`src/flash_serial_pkg.sv`:
```
package flash_serial_pkg;
	// synchroniser depth for pins sampled from outside the clock domain
	localparam int SYNC_STAGES = 2;
	localparam int BYTE_BITS = 8;
	localparam logic [2:0] BIT_TOP = 3'h7;
	localparam logic [2:0] PAIR_TOP = 3'h3;

	typedef enum logic [3:0] {
		ST_STANDBY = 4'h1,
		ST_SHIFT = 4'h2,
		ST_DUAL = 4'h4,
		ST_BUSY = 4'h8
	} link_state_t;

	// pins after synchronisation
	typedef struct packed {
		logic sck;
		logic sel_n;
		logic sdi;
	} pin_sample_t;

	// two-way lane drive: data and active-low enable
	typedef struct packed {
		logic data;
		logic oe_n;
	} lane_drive_t;
endpackage : flash_serial_pkg

```
`src/flash_serial_port_frontend.sv`:
```
// What this block does
// [RQ1] with select high the port is in standby unless a program or erase is running, and the serial output lane is not driven.
// [RQ2] with select high nothing on the serial input is captured.
// [RQ3] a falling select edge starts an operation and a rising edge ends it.
// [RQ4] if a program or erase is running when select rises, standby waits for it to end.
// [RQ5] command, address and write bits are sampled on rising serial clock edges.
// [RQ6] read data changes only on falling serial clock edges.
// [RQ7] in dual read the input lane turns to output lane zero, two bits per falling edge.
// [RQ8] in dual read the output lane stays driven as lane one.
// [RQ9] the serial clock may idle low or high, modes 0 and 3 both work.
// [RQ10] the host sends every opcode, address and write byte on the serial input lane.
// [RQ11] bytes go most significant bit first, the higher bit of a pair on lane one.
module flash_serial_port_frontend
	import flash_serial_pkg::*;
(
	// clock and reset
	input wire logic i_clk,
	input wire logic i_srst,
	// serial pins
	input wire logic i_sck,
	input wire logic i_sel_n,
	input wire logic i_sdi,
	output logic o_sdi,
	output logic o_sdi_oe_n,
	output logic o_sdo,
	output logic o_sdo_oe_n,
	// core side: captured bytes
	output logic [7:0] o_rx_byte,
	output logic o_rx_valid,
	output logic o_op_start,
	output logic o_op_end,
	// core side: read data and mode
	input wire logic [7:0] i_tx_byte,
	output logic o_tx_take,
	input wire logic i_dual_read,
	input wire logic i_core_busy,
	output logic o_standby
);
	logic [SYNC_STAGES-1:0] sck_sync, sel_sync, sdi_sync;
	pin_sample_t pin;
	logic sck_prev, sel_prev;
	logic sck_rise, sck_fall, sel_fall, sel_rise;

	// first stage feeds only the second
	always_ff @(posedge i_clk) begin
		if (i_srst) begin
			sck_sync <= '0;
			sel_sync <= '1;
			sdi_sync <= '0;
			sck_prev <= 1'b0;
			sel_prev <= 1'b1;
		end else begin
			sck_sync <= {sck_sync[0], i_sck};
			sel_sync <= {sel_sync[0], i_sel_n};
			sdi_sync <= {sdi_sync[0], i_sdi};
			sck_prev <= pin.sck;
			sel_prev <= pin.sel_n;
		end
	end

	always_comb begin
		pin.sck = sck_sync[SYNC_STAGES-1];
		pin.sel_n = sel_sync[SYNC_STAGES-1];
		pin.sdi = sdi_sync[SYNC_STAGES-1];
	end

	// edge detection works from either idle level of the serial clock
	assign sck_rise = pin.sck & ~sck_prev; // RQ9
	assign sck_fall = ~pin.sck & sck_prev; // RQ9
	assign sel_fall = ~pin.sel_n & sel_prev; // RQ3
	assign sel_rise = pin.sel_n & ~sel_prev; // RQ3

	link_state_t state, next_state;
	logic [7:0] rx_sh, next_rx_sh;
	logic [2:0] rx_cnt, next_rx_cnt;
	logic [7:0] tx_sh, next_tx_sh;
	logic [2:0] tx_cnt, next_tx_cnt;
	logic [7:0] rx_byte, next_rx_byte;
	logic rx_valid, next_rx_valid;
	logic op_start, next_op_start;
	logic op_end, next_op_end;
	logic tx_take, next_tx_take;
	lane_drive_t lane0, next_lane0, lane1, next_lane1;

	// a released lane parks its data low so nothing toggles while undriven
	function automatic lane_drive_t lane_off();
		return '{data: 1'b0, oe_n: 1'b1};
	endfunction : lane_off

	// driven lane carrying one data bit
	function automatic lane_drive_t lane_on(input logic bit_val);
		return '{data: bit_val, oe_n: 1'b0};
	endfunction : lane_on

	always_comb begin
		next_state = state;
		next_rx_sh = rx_sh;
		next_rx_cnt = rx_cnt;
		next_tx_sh = tx_sh;
		next_tx_cnt = tx_cnt;
		next_rx_byte = rx_byte;
		next_rx_valid = 1'b0;
		next_op_start = 1'b0;
		next_op_end = 1'b0;
		next_tx_take = 1'b0;
		next_lane0 = lane0;
		next_lane1 = lane1;
		case (state)
			ST_STANDBY, ST_BUSY: begin
				// released lanes, input ignored
				next_lane0 = lane_off(); // RQ2
				next_lane1 = lane_off(); // RQ1
				if (state == ST_BUSY && !i_core_busy) begin
					next_state = ST_STANDBY; // RQ4
				end
				if (sel_fall) begin
					next_state = ST_SHIFT; // RQ3
					next_op_start = 1'b1;
					next_rx_cnt = '0;
					next_tx_cnt = '0;
					next_tx_sh = i_tx_byte;
				end
			end
			ST_SHIFT, ST_DUAL: begin
				if (sel_rise) begin
					// a program or erase keeps the port out of standby
					next_state = i_core_busy ? ST_BUSY : ST_STANDBY; // RQ4
					next_op_end = 1'b1; // RQ3
					next_lane0 = lane_off();
					next_lane1 = lane_off(); // RQ1
				end else if (state == ST_SHIFT) begin
					if (sck_rise) begin
						next_rx_sh = {rx_sh[6:0], pin.sdi}; // RQ5 RQ10 RQ11
						next_rx_cnt = rx_cnt + 3'h1;
						if (rx_cnt == BIT_TOP) begin
							next_rx_byte = {rx_sh[6:0], pin.sdi};
							next_rx_valid = 1'b1;
						end
					end
					if (sck_fall) begin
						if (i_dual_read) begin
							// switch lanes on the first falling edge that sees dual read; the bit count is not checked
							next_state = ST_DUAL;
							next_tx_sh = {i_tx_byte[5:0], 2'h0};
							next_tx_cnt = 3'h1;
							next_tx_take = 1'b1;
							next_lane1 = '{data: i_tx_byte[7], oe_n: 1'b0}; // RQ8 RQ11
							next_lane0 = '{data: i_tx_byte[6], oe_n: 1'b0}; // RQ7
						end else begin
							next_lane1 = '{data: tx_sh[7], oe_n: 1'b0}; // RQ6 RQ11
							next_tx_sh = {tx_sh[6:0], 1'b0};
							next_tx_cnt = tx_cnt + 3'h1;
							if (tx_cnt == BIT_TOP) begin
								next_tx_sh = i_tx_byte;
								next_tx_take = 1'b1;
							end
						end
					end
				end else if (sck_fall) begin
					// two bits per falling edge, high bit on lane one
					next_lane1 = lane_on(tx_sh[7]); // RQ7 RQ8 RQ11
					next_lane0 = lane_on(tx_sh[6]); // RQ7
					next_tx_sh = {tx_sh[5:0], 2'h0};
					next_tx_cnt = (tx_cnt == PAIR_TOP) ? 3'h0 : tx_cnt + 3'h1;
					// count wraps after the fourth pair; zero means the byte is spent
					if (tx_cnt == 3'h0) begin
						next_lane1 = '{data: i_tx_byte[7], oe_n: 1'b0};
						next_lane0 = '{data: i_tx_byte[6], oe_n: 1'b0};
						next_tx_sh = {i_tx_byte[5:0], 2'h0};
						next_tx_cnt = 3'h1;
						next_tx_take = 1'b1;
					end
				end
			end
			default: begin
				next_state = ST_STANDBY;
			end
		endcase
	end

	always_ff @(posedge i_clk) begin
		if (i_srst) begin
			state <= ST_STANDBY;
			rx_sh <= '0;
			rx_cnt <= '0;
			tx_sh <= '0;
			tx_cnt <= '0;
			rx_byte <= '0;
			rx_valid <= 1'b0;
			op_start <= 1'b0;
			op_end <= 1'b0;
			tx_take <= 1'b0;
			lane0 <= '{data: 1'b0, oe_n: 1'b1};
			lane1 <= '{data: 1'b0, oe_n: 1'b1};
		end else begin
			state <= next_state;
			rx_sh <= next_rx_sh;
			rx_cnt <= next_rx_cnt;
			tx_sh <= next_tx_sh;
			tx_cnt <= next_tx_cnt;
			rx_byte <= next_rx_byte;
			rx_valid <= next_rx_valid;
			op_start <= next_op_start;
			op_end <= next_op_end;
			tx_take <= next_tx_take;
			lane0 <= next_lane0;
			lane1 <= next_lane1;
		end
	end

	assign o_sdi = lane0.data;
	assign o_sdi_oe_n = lane0.oe_n;
	assign o_sdo = lane1.data;
	assign o_sdo_oe_n = lane1.oe_n;
	assign o_rx_byte = rx_byte;
	assign o_rx_valid = rx_valid;
	assign o_op_start = op_start;
	assign o_op_end = op_end;
	assign o_tx_take = tx_take;
	assign o_standby = (state == ST_STANDBY);
endmodule : flash_serial_port_frontend

```
`config.mk`:
```
export PLATFORM = sky130hd
export DESIGN_NAME = flash_serial_port_frontend
export DESIGN_NICKNAME = d
export VERILOG_FILES = /design/src/flash_serial_pkg.sv /design/src/flash_serial_port_frontend.sv
export SDC_FILE = /design/constraint.sdc
export NUM_CORES = 1
export LEC_CHECK = 0
export BUFFER_PORTS_ARGS = -buffer_cell sky130_fd_sc_hd__buf_4
export CAP_MARGIN = 10
export CELL_PAD_IN_SITES_DETAIL_PLACEMENT = 0
export CELL_PAD_IN_SITES_GLOBAL_PLACEMENT = 2
export CORE_MARGIN = 2
export CORE_UTILIZATION = 37
export DETAILED_ROUTE_END_ITERATION = 7
export PLACE_DENSITY_LB_ADDON = 0.1
export SYNTH_ARGS = -nofsm -noshare
export SYNTH_HDL_FRONTEND = slang
export SYNTH_SLANG_ARGS = --single-unit
```
`constraint.sdc`:
```
create_clock -name i_clk -period 5 [get_ports i_clk]
set_input_delay 0.25 -clock i_clk [delete_from_list [all_inputs] [get_ports i_clk]]
set_output_delay 0.25 -clock i_clk [all_outputs]
set_load 0.05 [all_outputs]
```
==> out/summary.md, run 1 <==
The run finished with clean final reports. For the count of pins over their slew limit, the log shows 0. STA classifies the critical path endpoint as a flip-flop. The most used flip-flop cell after synthesis is sky130_fd_sc_hd__dfxtp_1. The final critical path takes up 49.9% of the cycle. In the final layout, the share of cells above drive strength 1 is 15.3%.

The run gives 7340 um^2 as the overall die area. The worst hold path passes through 2 cells. Shortest period the worst path allows: 2.49 ns.

The tool flagged a number of max-cap violations equal to 0. The pin count of the biggest net entering global routing was 42; the count of final setup violators was 0. The class of the most critical hold timing path is input port to flip-flop.

Setup total negative slack on the finished layout was measured at 0 ns. A synthesized cell averages 8.58 um^2. Global routing consumed, over all layers together, 17.3% of the routing resources. The total clock sinks is 49. The yosys synthesis warning count was 0; the global-route wire length before repair was 9910 um. The run gives 0.31 ns as the clock latency reported for the late side of the worst-skew pair. For the number of buffers between clock root and the deepest sink, the log shows 2. The run gives 1928 as the number of global-route vias before repair. Clock-pin slew was measured on the worst setup and hold paths at 0.10 ns. Relative to the synthesized area, the layout overhead comes to 13.7%. Routed length per placed instance: 16.0 um.

The run gives 0 as the initial antenna violation count. The logs give 0 for the remaining design rule violation count and 5 for the TritonCTS buffer count. In this run the remaining antenna-violating nets after routing total 0. Global routing finished with a remaining overflow of 0. Counting flops with an async set or reset pin after synthesis yields a share of 0%.

Number of port buffers: 31. STA puts the critical path data required time at 5.19 ns. At the end of routability-driven placement, the weighted congestion stood at 0.789. The pre-antenna-repair detailed-routing pass consisted of 6 iterations.

For the cell area after placement, the log shows 2700 um^2. The initialized floorplan defines 29 standard-cell rows. The floorplan step set the die height to 85.7 um.

The via count of the routed design was 2099; the power density over the cells was 334 nW/um^2. From left edge to right edge, the die measures 85.7 um. The tools report the post-synthesis net count as 310.

Yosys mapped a number of flops with a built-in enable equal to 0. The cell area after synthesis came out at 2470 um^2. TritonCTS built the clock tree.

In this run the post-CTS setup repair buffer count came out at 0. The number of hold buffers added after CTS was 0. STA puts the critical path data arrival time at 2.68 ns. The number of cells on the worst reg-to-reg path is 4, and the effective utilization at floorplan is 38.7%. The tools report the maximum clock rate as 0.401 GHz. Of all nets on the critical path, the largest fanout is 17.

The logs give 4240 um for the estimated wirelength of the detail-placed design and 288 for the post-synthesis instance total. Counting flops and latches in the post-synthesis netlist gives 49. The antenna diode instance count was 0; the actual transition at the worst max-transition pin was 0.854 ns. Clock root buffer master: sky130_fd_sc_hd__clkbuf_8. The net total in the final layout was 329. For the final number of hold-violating endpoints, the log shows 0.

The run gives 32 as the number of top-level pins. After detailed routing, the total wire length is 6170 um. Kind of critical path: flip-flop to flip-flop. The H-tree was split into 2 levels. After routing the design area is 2810 um^2.

Setup repair after global routing left no endpoint under its margin. The total area inside the core boundary comes to 6390 um^2. The count of instances resized after the clock tree is built was 0.

The peak supply drop is 0.000204 V, and the final setup skew is 0.00974 ns. The worst pin sits at a relative slew slack of 42.7%. Sequential cells were found to cover 39.7% of the synthesized design area.

The first routing iteration left 106 violations. Counting distinct cell types in the post-synthesis netlist gives 51. After detailed routing, the number of vias per cell comes to 5.45. STA classifies the critical path startpoint as a flip-flop. The tools report the leakage power as 0.00102 uW.
## synth_stat cells, types with 3 or more instances
master / count / area share (%)
sky130_fd_sc_hd__dfxtp_1: 49 / 40
sky130_fd_sc_hd__nor2b_1: 11 / 2.8
sky130_fd_sc_hd__or2_2: 4 / 1.0
sky130_fd_sc_hd__o211ai_1: 5 / 1.5
sky130_fd_sc_hd__o21ai_0: 5 / 1.0
sky130_fd_sc_hd__buf_4: 3 / 0.91
sky130_fd_sc_hd__buf_2: 4 / 0.81
sky130_fd_sc_hd__nand3_1: 18 / 3.6
sky130_fd_sc_hd__ha_1: 7 / 3.5
sky130_fd_sc_hd__clkbuf_1: 9 / 1.4
sky130_fd_sc_hd__nand2b_1: 6 / 1.5
sky130_fd_sc_hd__o32ai_1: 9 / 3.2
sky130_fd_sc_hd__mux2i_1: 8 / 3.2
sky130_fd_sc_hd__nand3b_1: 3 / 0.91
sky130_fd_sc_hd__a21oi_1: 25 / 5.1
sky130_fd_sc_hd__nand2_1: 33 / 5.0
sky130_fd_sc_hd__a2111oi_0: 6 / 2.1
sky130_fd_sc_hd__nor3_1: 13 / 2.6
sky130_fd_sc_hd__nor2_1: 12 / 1.8
sky130_fd_sc_hd__inv_1: 15 / 2.3
sky130_fd_sc_hd__and3_1: 3 / 0.76
## kinds of logic after synthesis
kind of cell | after synthesis | synth area share [%]
AND/OR/NAND/NOR | 115 | 25.0
AO/OA/AOI/OAI | 69 | 19.6
flip-flops | 49 | 39.7
buffers and inverters | 35 | 6.58
multiplexers | 9 | 4.15
adder cells (fa/ha/maj) | 7 | 3.55
XOR/XNOR | 4 | 1.42
## worst paths after layout
check | to | from | slack (ns)
worst min-delay path | sel_sync[0]$_SDFF_PP1_ | i_sel_n | 0.12
worst max-delay path | tx_sh[5]$_SDFFE_PP0P_ | state[0]$_SDFFE_PP1P_ | 2.51
worst max register to register | tx_sh[5]$_SDFFE_PP0P_ | state[0]$_SDFFE_PP1P_ | 2.51
worst min register to register | sel_sync[1]$_SDFF_PP1_ | sel_sync[0]$_SDFF_PP1_ | 0.42
## cell usage in the layout (no fill, tap or decap), types with 2 or more instances in the layout
master	instances
sky130_fd_sc_hd__a2111oi_0	6
sky130_fd_sc_hd__nor3_1	13
sky130_fd_sc_hd__and3_1	3
sky130_fd_sc_hd__nor2_1	12
sky130_fd_sc_hd__nand2_1	33
sky130_fd_sc_hd__nor4b_1	2
sky130_fd_sc_hd__dfxtp_1	49
sky130_fd_sc_hd__nand3b_1	3
sky130_fd_sc_hd__nand4_1	2
sky130_fd_sc_hd__a211o_1	2
sky130_fd_sc_hd__o32ai_1	9
sky130_fd_sc_hd__nand3_1	18
sky130_fd_sc_hd__o22ai_1	2
sky130_fd_sc_hd__o21ai_0	5
sky130_fd_sc_hd__a21oi_1	25
sky130_fd_sc_hd__o211ai_1	5
sky130_fd_sc_hd__xor2_1	2
sky130_fd_sc_hd__xnor2_1	2
sky130_fd_sc_hd__a31oi_1	2
sky130_fd_sc_hd__buf_4	31
sky130_fd_sc_hd__nand2b_1	6
sky130_fd_sc_hd__nor4_1	2
sky130_fd_sc_hd__or2_2	4
sky130_fd_sc_hd__ha_1	7
sky130_fd_sc_hd__mux2i_1	8
sky130_fd_sc_hd__nor2b_1	11
sky130_fd_sc_hd__clkbuf_8	5
sky130_fd_sc_hd__inv_1	15
sky130_fd_sc_hd__a22oi_1	2
## registers in the layout, summed over array words and instances (netlist names)
name and count:
o_rx_byte 8, tx_sh 8, rx_sh 7, state 4
rx_cnt 3, tx_cnt 3, sck_sync 2, sdi_sync 2
sel_sync 2, o_op_end 1, o_op_start 1, o_rx_valid 1
o_sdi 1, o_sdi_oe_n 1, o_sdo 1, o_sdo_oe_n 1
o_tx_take 1, sck_prev 1, sel_prev 1
## critical path, stage by stage (launching register included)
cell,delay (ns)
sky130_fd_sc_hd__dfxtp_1,0.46
sky130_fd_sc_hd__or4b_1,0.90
sky130_fd_sc_hd__mux2i_4,0.36
sky130_fd_sc_hd__a2111oi_0,0.50
sky130_fd_sc_hd__o32ai_1,0.15
## power breakdown
group / leakage, uW / switching, uW / internal (uW)
sequential: 0.000397 / 28.8 / 408
clock: 0.0000554 / 142 / 150
combinational: 0.000566 / 128 / 81.2
total: 0.00102 / 298 / 639
## layout make-up
cell class / instances / area (um^2)
Clock buffer: 6 / 72.6
Clock inverter: 2 / 38.8
Fill cell: 667 / 3580
Inverter: 16 / 60.1
Multi-Input combinational cell: 204 / 1330
Sequential cell: 49 / 981
Tap cell: 77 / 96.3
Timing Repair Buffer: 31 / 233
## per-stage QoR
| stage | power (uW) | utilization (%) | setup slack [ns] | cells | hold slack, ns |
|---|---|---|---|---|---|
| floorplan | 604 | - | 3.12 | 288 | 0.342 |
| detailed placement | 653 | 42.2 | 2.54 | 377 | 0.399 |
| global route | 982 | 44.0 | 2.40 | 385 | 0.109 |
| global placement | 656 | 42.2 | 2.62 | 377 | 0.394 |
| finish | 938 | 44.0 | 2.51 | 385 | 0.124 |
| CTS | 948 | 44.0 | 2.52 | 385 | 0.114 |
## routing by layer
layer	GRT usage [%]	wire (um)	vias to the layer above
met5	0	0	-
li1	-	-	1076
met2	27.6	2830	41
met3	2.41	224	7
met1	24.2	3040	975
met4	5.19	67	0
Note: power is estimated with default switching activity, not from simulation.
==> run 2, diff against run 1 <==
CORE_UTILIZATION = 34   (was 37)
clock period = 2.5 ns   (was 5 ns; I/O delays follow)
==> out/summary.md, run 2 (synthesized netlist as in run 1, its figures left out) <==
The shortest period the worst path allows was 2.20 ns (was 2.49 ns); the violation count after the first detailed-routing iteration was 137 (was 106). The run gives 2151 (was 2099) as the via count of the routed design. For the estimated wirelength of the detail-placed design, the log shows 4480 um (was 4240 um). The y dimension of the die works out to 89.2 um (was 85.7 um). The run gives 1920 uW (was 938 uW) as the total power.

The run gives 4 (was 6) as the number of detailed-route iterations in the first pass. The maximum fanout count along the critical path is 9 (was 17), and the number of filler cells placed in the layout is 753 (was 667). Highest-count cells in the layout ignoring fill and taps: sky130_fd_sc_hd__dfxtp_1, sky130_fd_sc_hd__buf_4, sky130_fd_sc_hd__nand2_1 (was sky130_fd_sc_hd__dfxtp_1, sky130_fd_sc_hd__nand2_1, sky130_fd_sc_hd__buf_4).

Setup repair after global routing left no endpoint under its margin. Ordered cell list for the critical path: or4b_1, mux2i_4, a2111oi_0, o32ai_1 (unchanged). The tools report the TritonCTS buffer count as 5 (unchanged). The tools report the capturing point of the worst reg2reg path as tx_sh[2]$_SDFFE_PP0P_ (was tx_sh[5]$_SDFFE_PP0P_). The worst slack at placement is 0.327 ns (was 2.54 ns), and the peak supply drop is 0.000408 V (was 0.000204 V). The run gives 0 (unchanged) as the count of nets left with antenna violations after detail routing.

The aggregate negative setup slack came out at 0 ns (unchanged). The hold-critical path depth was 2 (unchanged). The antenna diode instance count came out at 0 (unchanged).

The row count is 31 (was 29). For the final number of hold-violating endpoints, the log shows 0 (unchanged). The critical path startpoint category is a flip-flop (unchanged). The tools report the number of setup buffers added after CTS as 0 (unchanged).

The effective utilization at floorplan was 34.6% (was 38.7%). The number of buffers between clock root and the deepest sink came out at 2 (unchanged). The total clock sinks is 49 (unchanged), and the net total in the final layout is 339 (was 329). The number of buffers and inverters on the critical path came out at 0 (unchanged). The number of levels the H-tree was split into was 2 (unchanged).

The pin count of the biggest net entering global routing was 42 (unchanged); the global placer's final weighted congestion was 0.782 (was 0.789). The tools report the count of instances resized after the clock tree is built as 0 (unchanged). The tools report the clock root buffer master as sky130_fd_sc_hd__clkbuf_8 (unchanged). For the final setup skew, the log shows 0.0114 ns (was 0.00974 ns). The power density over the cells came out at 658 nW/um^2 (was 334 nW/um^2). The cell area after placement is 2790 um^2 (was 2700 um^2).

TritonCTS built the clock tree. The count of pins over their slew limit was 0 (unchanged); the final worst setup slack was 0.303 ns (was 2.51 ns). The tools report the arrival time at the worst endpoint as 2.37 ns (was 2.68 ns). Most common cell after layout, fill and taps aside: sky130_fd_sc_hd__dfxtp_1 (unchanged). For the final standard cell area without fillers, the log shows 2920 um^2 (was 2810 um^2). The number of global-route vias before repair came out at 2017 (was 1928). The tools report the critical hold path startpoint as i_sdi (was i_sel_n). The kind of cell adding the most delay to the critical path is simple AND/OR/NAND/NOR gates (unchanged). The tools report the hold path endpoint as sdi_sync[0]$_SDFF_PP0_ (was sel_sync[0]$_SDFF_PP1_). The overall die width works out to 89.2 um (was 85.7 um).

The initial antenna violation count was 0 (unchanged). The number of port buffers was 31 (unchanged). The class of the most critical hold timing path is input port to flip-flop (unchanged). The routed length per placed instance was 15.4 um (was 16.0 um); the minimum setup slack among reg-to-reg paths was 0.30 ns (was 2.51 ns).

Delay of the slowest cell on the worst path: 0.65 ns (was 0.90 ns). The area growth from synthesis to layout works out to 18.3% (was 13.7%). The maximum clock rate was 0.455 GHz (was 0.401 GHz).

The element type at the critical path end is a flip-flop (unchanged). Actual transition at the worst max-transition pin: 0.603 ns (was 0.854 ns). The post-detailed-route via-to-cell ratio was 5.16 (was 5.45); the share of post-route cells with drive strength above 1 was 17.9% (was 15.3%). Combined global-route utilization of all metal layers: 17.2% (was 17.3%). The run gives 0.00107 uW (was 0.00102 uW) as the leakage power.

The kind of critical path is flip-flop to flip-flop (unchanged). The flow ran to the end, and the final reports show no timing, DRC or antenna violations. Beginning of the worst register-to-register path: state[1]$_SDFFE_PP0P_ (was state[0]$_SDFFE_PP1P_). The logs give 7960 um^2 (was 7340 um^2) for the overall die area and 32 (unchanged) for the number of top-level pins. Count of final setup violators: 0 (unchanged). The logs give 408 (was 377) for the instance count after placement with tap cells included and 6440 um (was 6170 um) for the overall routed net length. The global-route wire length before repair came out at 10500 um (was 9910 um). The area of the core region was 7140 um^2 (was 6390 um^2); the final period utilization was 87.9% (was 49.9%).

The clock-pin slew reported for the worst setup and hold paths after clock tree synthesis works out to 0.10 ns (about the same). The logs give 0 (unchanged) for the residual overflow from global routing and 59.5% (was 42.7%) for the remaining max-slew budget at the tightest pin. Startpoint of the most critical setup path: state[1]$_SDFFE_PP0P_ (was state[0]$_SDFFE_PP1P_). The hold-fix buffer count after cts is 1 (was 0).

For the final standard cell count with taps included and fillers excluded, the log shows 417 (was 385). The cell with the biggest individual delay on the critical path is sky130_fd_sc_hd__or4b_1 (unchanged). The number of cells on the worst reg-to-reg path is 4 (unchanged).

For the clock latency reported for the late side of the worst-skew pair, the log shows 0.31 ns (about the same). The logs give 2.67 ns (was 5.19 ns) for the critical path data required time and 0 (unchanged) for the max capacitance violation total. The remaining design rule violation count came out at 0 (unchanged).
run 2: cell types whose count changed in the layout (fill, tap and decap cells not counted), sizes merged:
cell,previous run,this run
buf,31,40
clkinv,2,1
clkinvlp,0,1
dlygate4sd3,0,1
run 2: per-stage QoR:
stage                     util [%]  hold WS [ns]
final                         40.9        0.0351
after global routing          40.9        0.0568
after CTS                     40.9        0.0264
after detailed placement      39.1         0.315
after global placement        39.1         0.310
after floorplan                  -         0.217
run 2: worst max-delay path by stage:
stage,end,cells past startpoint
finish,tx_sh[2]$_SDFFE_PP0P_,4
CTS,tx_sh[6]$_SDFFE_PP0P_,4
floorplan,tx_sh[6]$_SDFFE_PP0P_,6
detailed placement,tx_sh[6]$_SDFFE_PP0P_,4
global placement,tx_sh[2]$_SDFFE_PP0P_,4
global route,tx_sh[2]$_SDFFE_PP0P_,4
run 2: area by class of cell:
type,count,area (um^2),share of cell area (%)
multi-input combinational,204,1330,45.4
clock buffer,6,82.6,2.83
tap,99,124,4.24
timing repair buffer,41,310,10.6
sequential,49,981,33.6
clock inverter,2,37.5,1.28
inverter,16,60.1,2.06
run 2: report_power, final:
group | leakage [uW] | switching (uW) | internal [uW]
combinational | 0.000613 | 299 | 179
clock | 0.0000574 | 280 | 326
sequential | 0.000397 | 23.7 | 816
total | 0.00107 | 603 | 1320
run 2: worst reg2reg max path, stage by stage, from the launching register on:
cell,delay (ns)
sky130_fd_sc_hd__dfxtp_1,0.49
sky130_fd_sc_hd__or4b_1,0.65
sky130_fd_sc_hd__mux2i_4,0.29
sky130_fd_sc_hd__a2111oi_0,0.48
sky130_fd_sc_hd__o32ai_1,0.16
run 2: routing by layer:
layer  share of wire (%)  global-route usage [%]
met1                  51                    25.0
met2                  44                    25.8
met3                 4.1                    3.23
met4                0.88                    4.88
met5                   0                       0
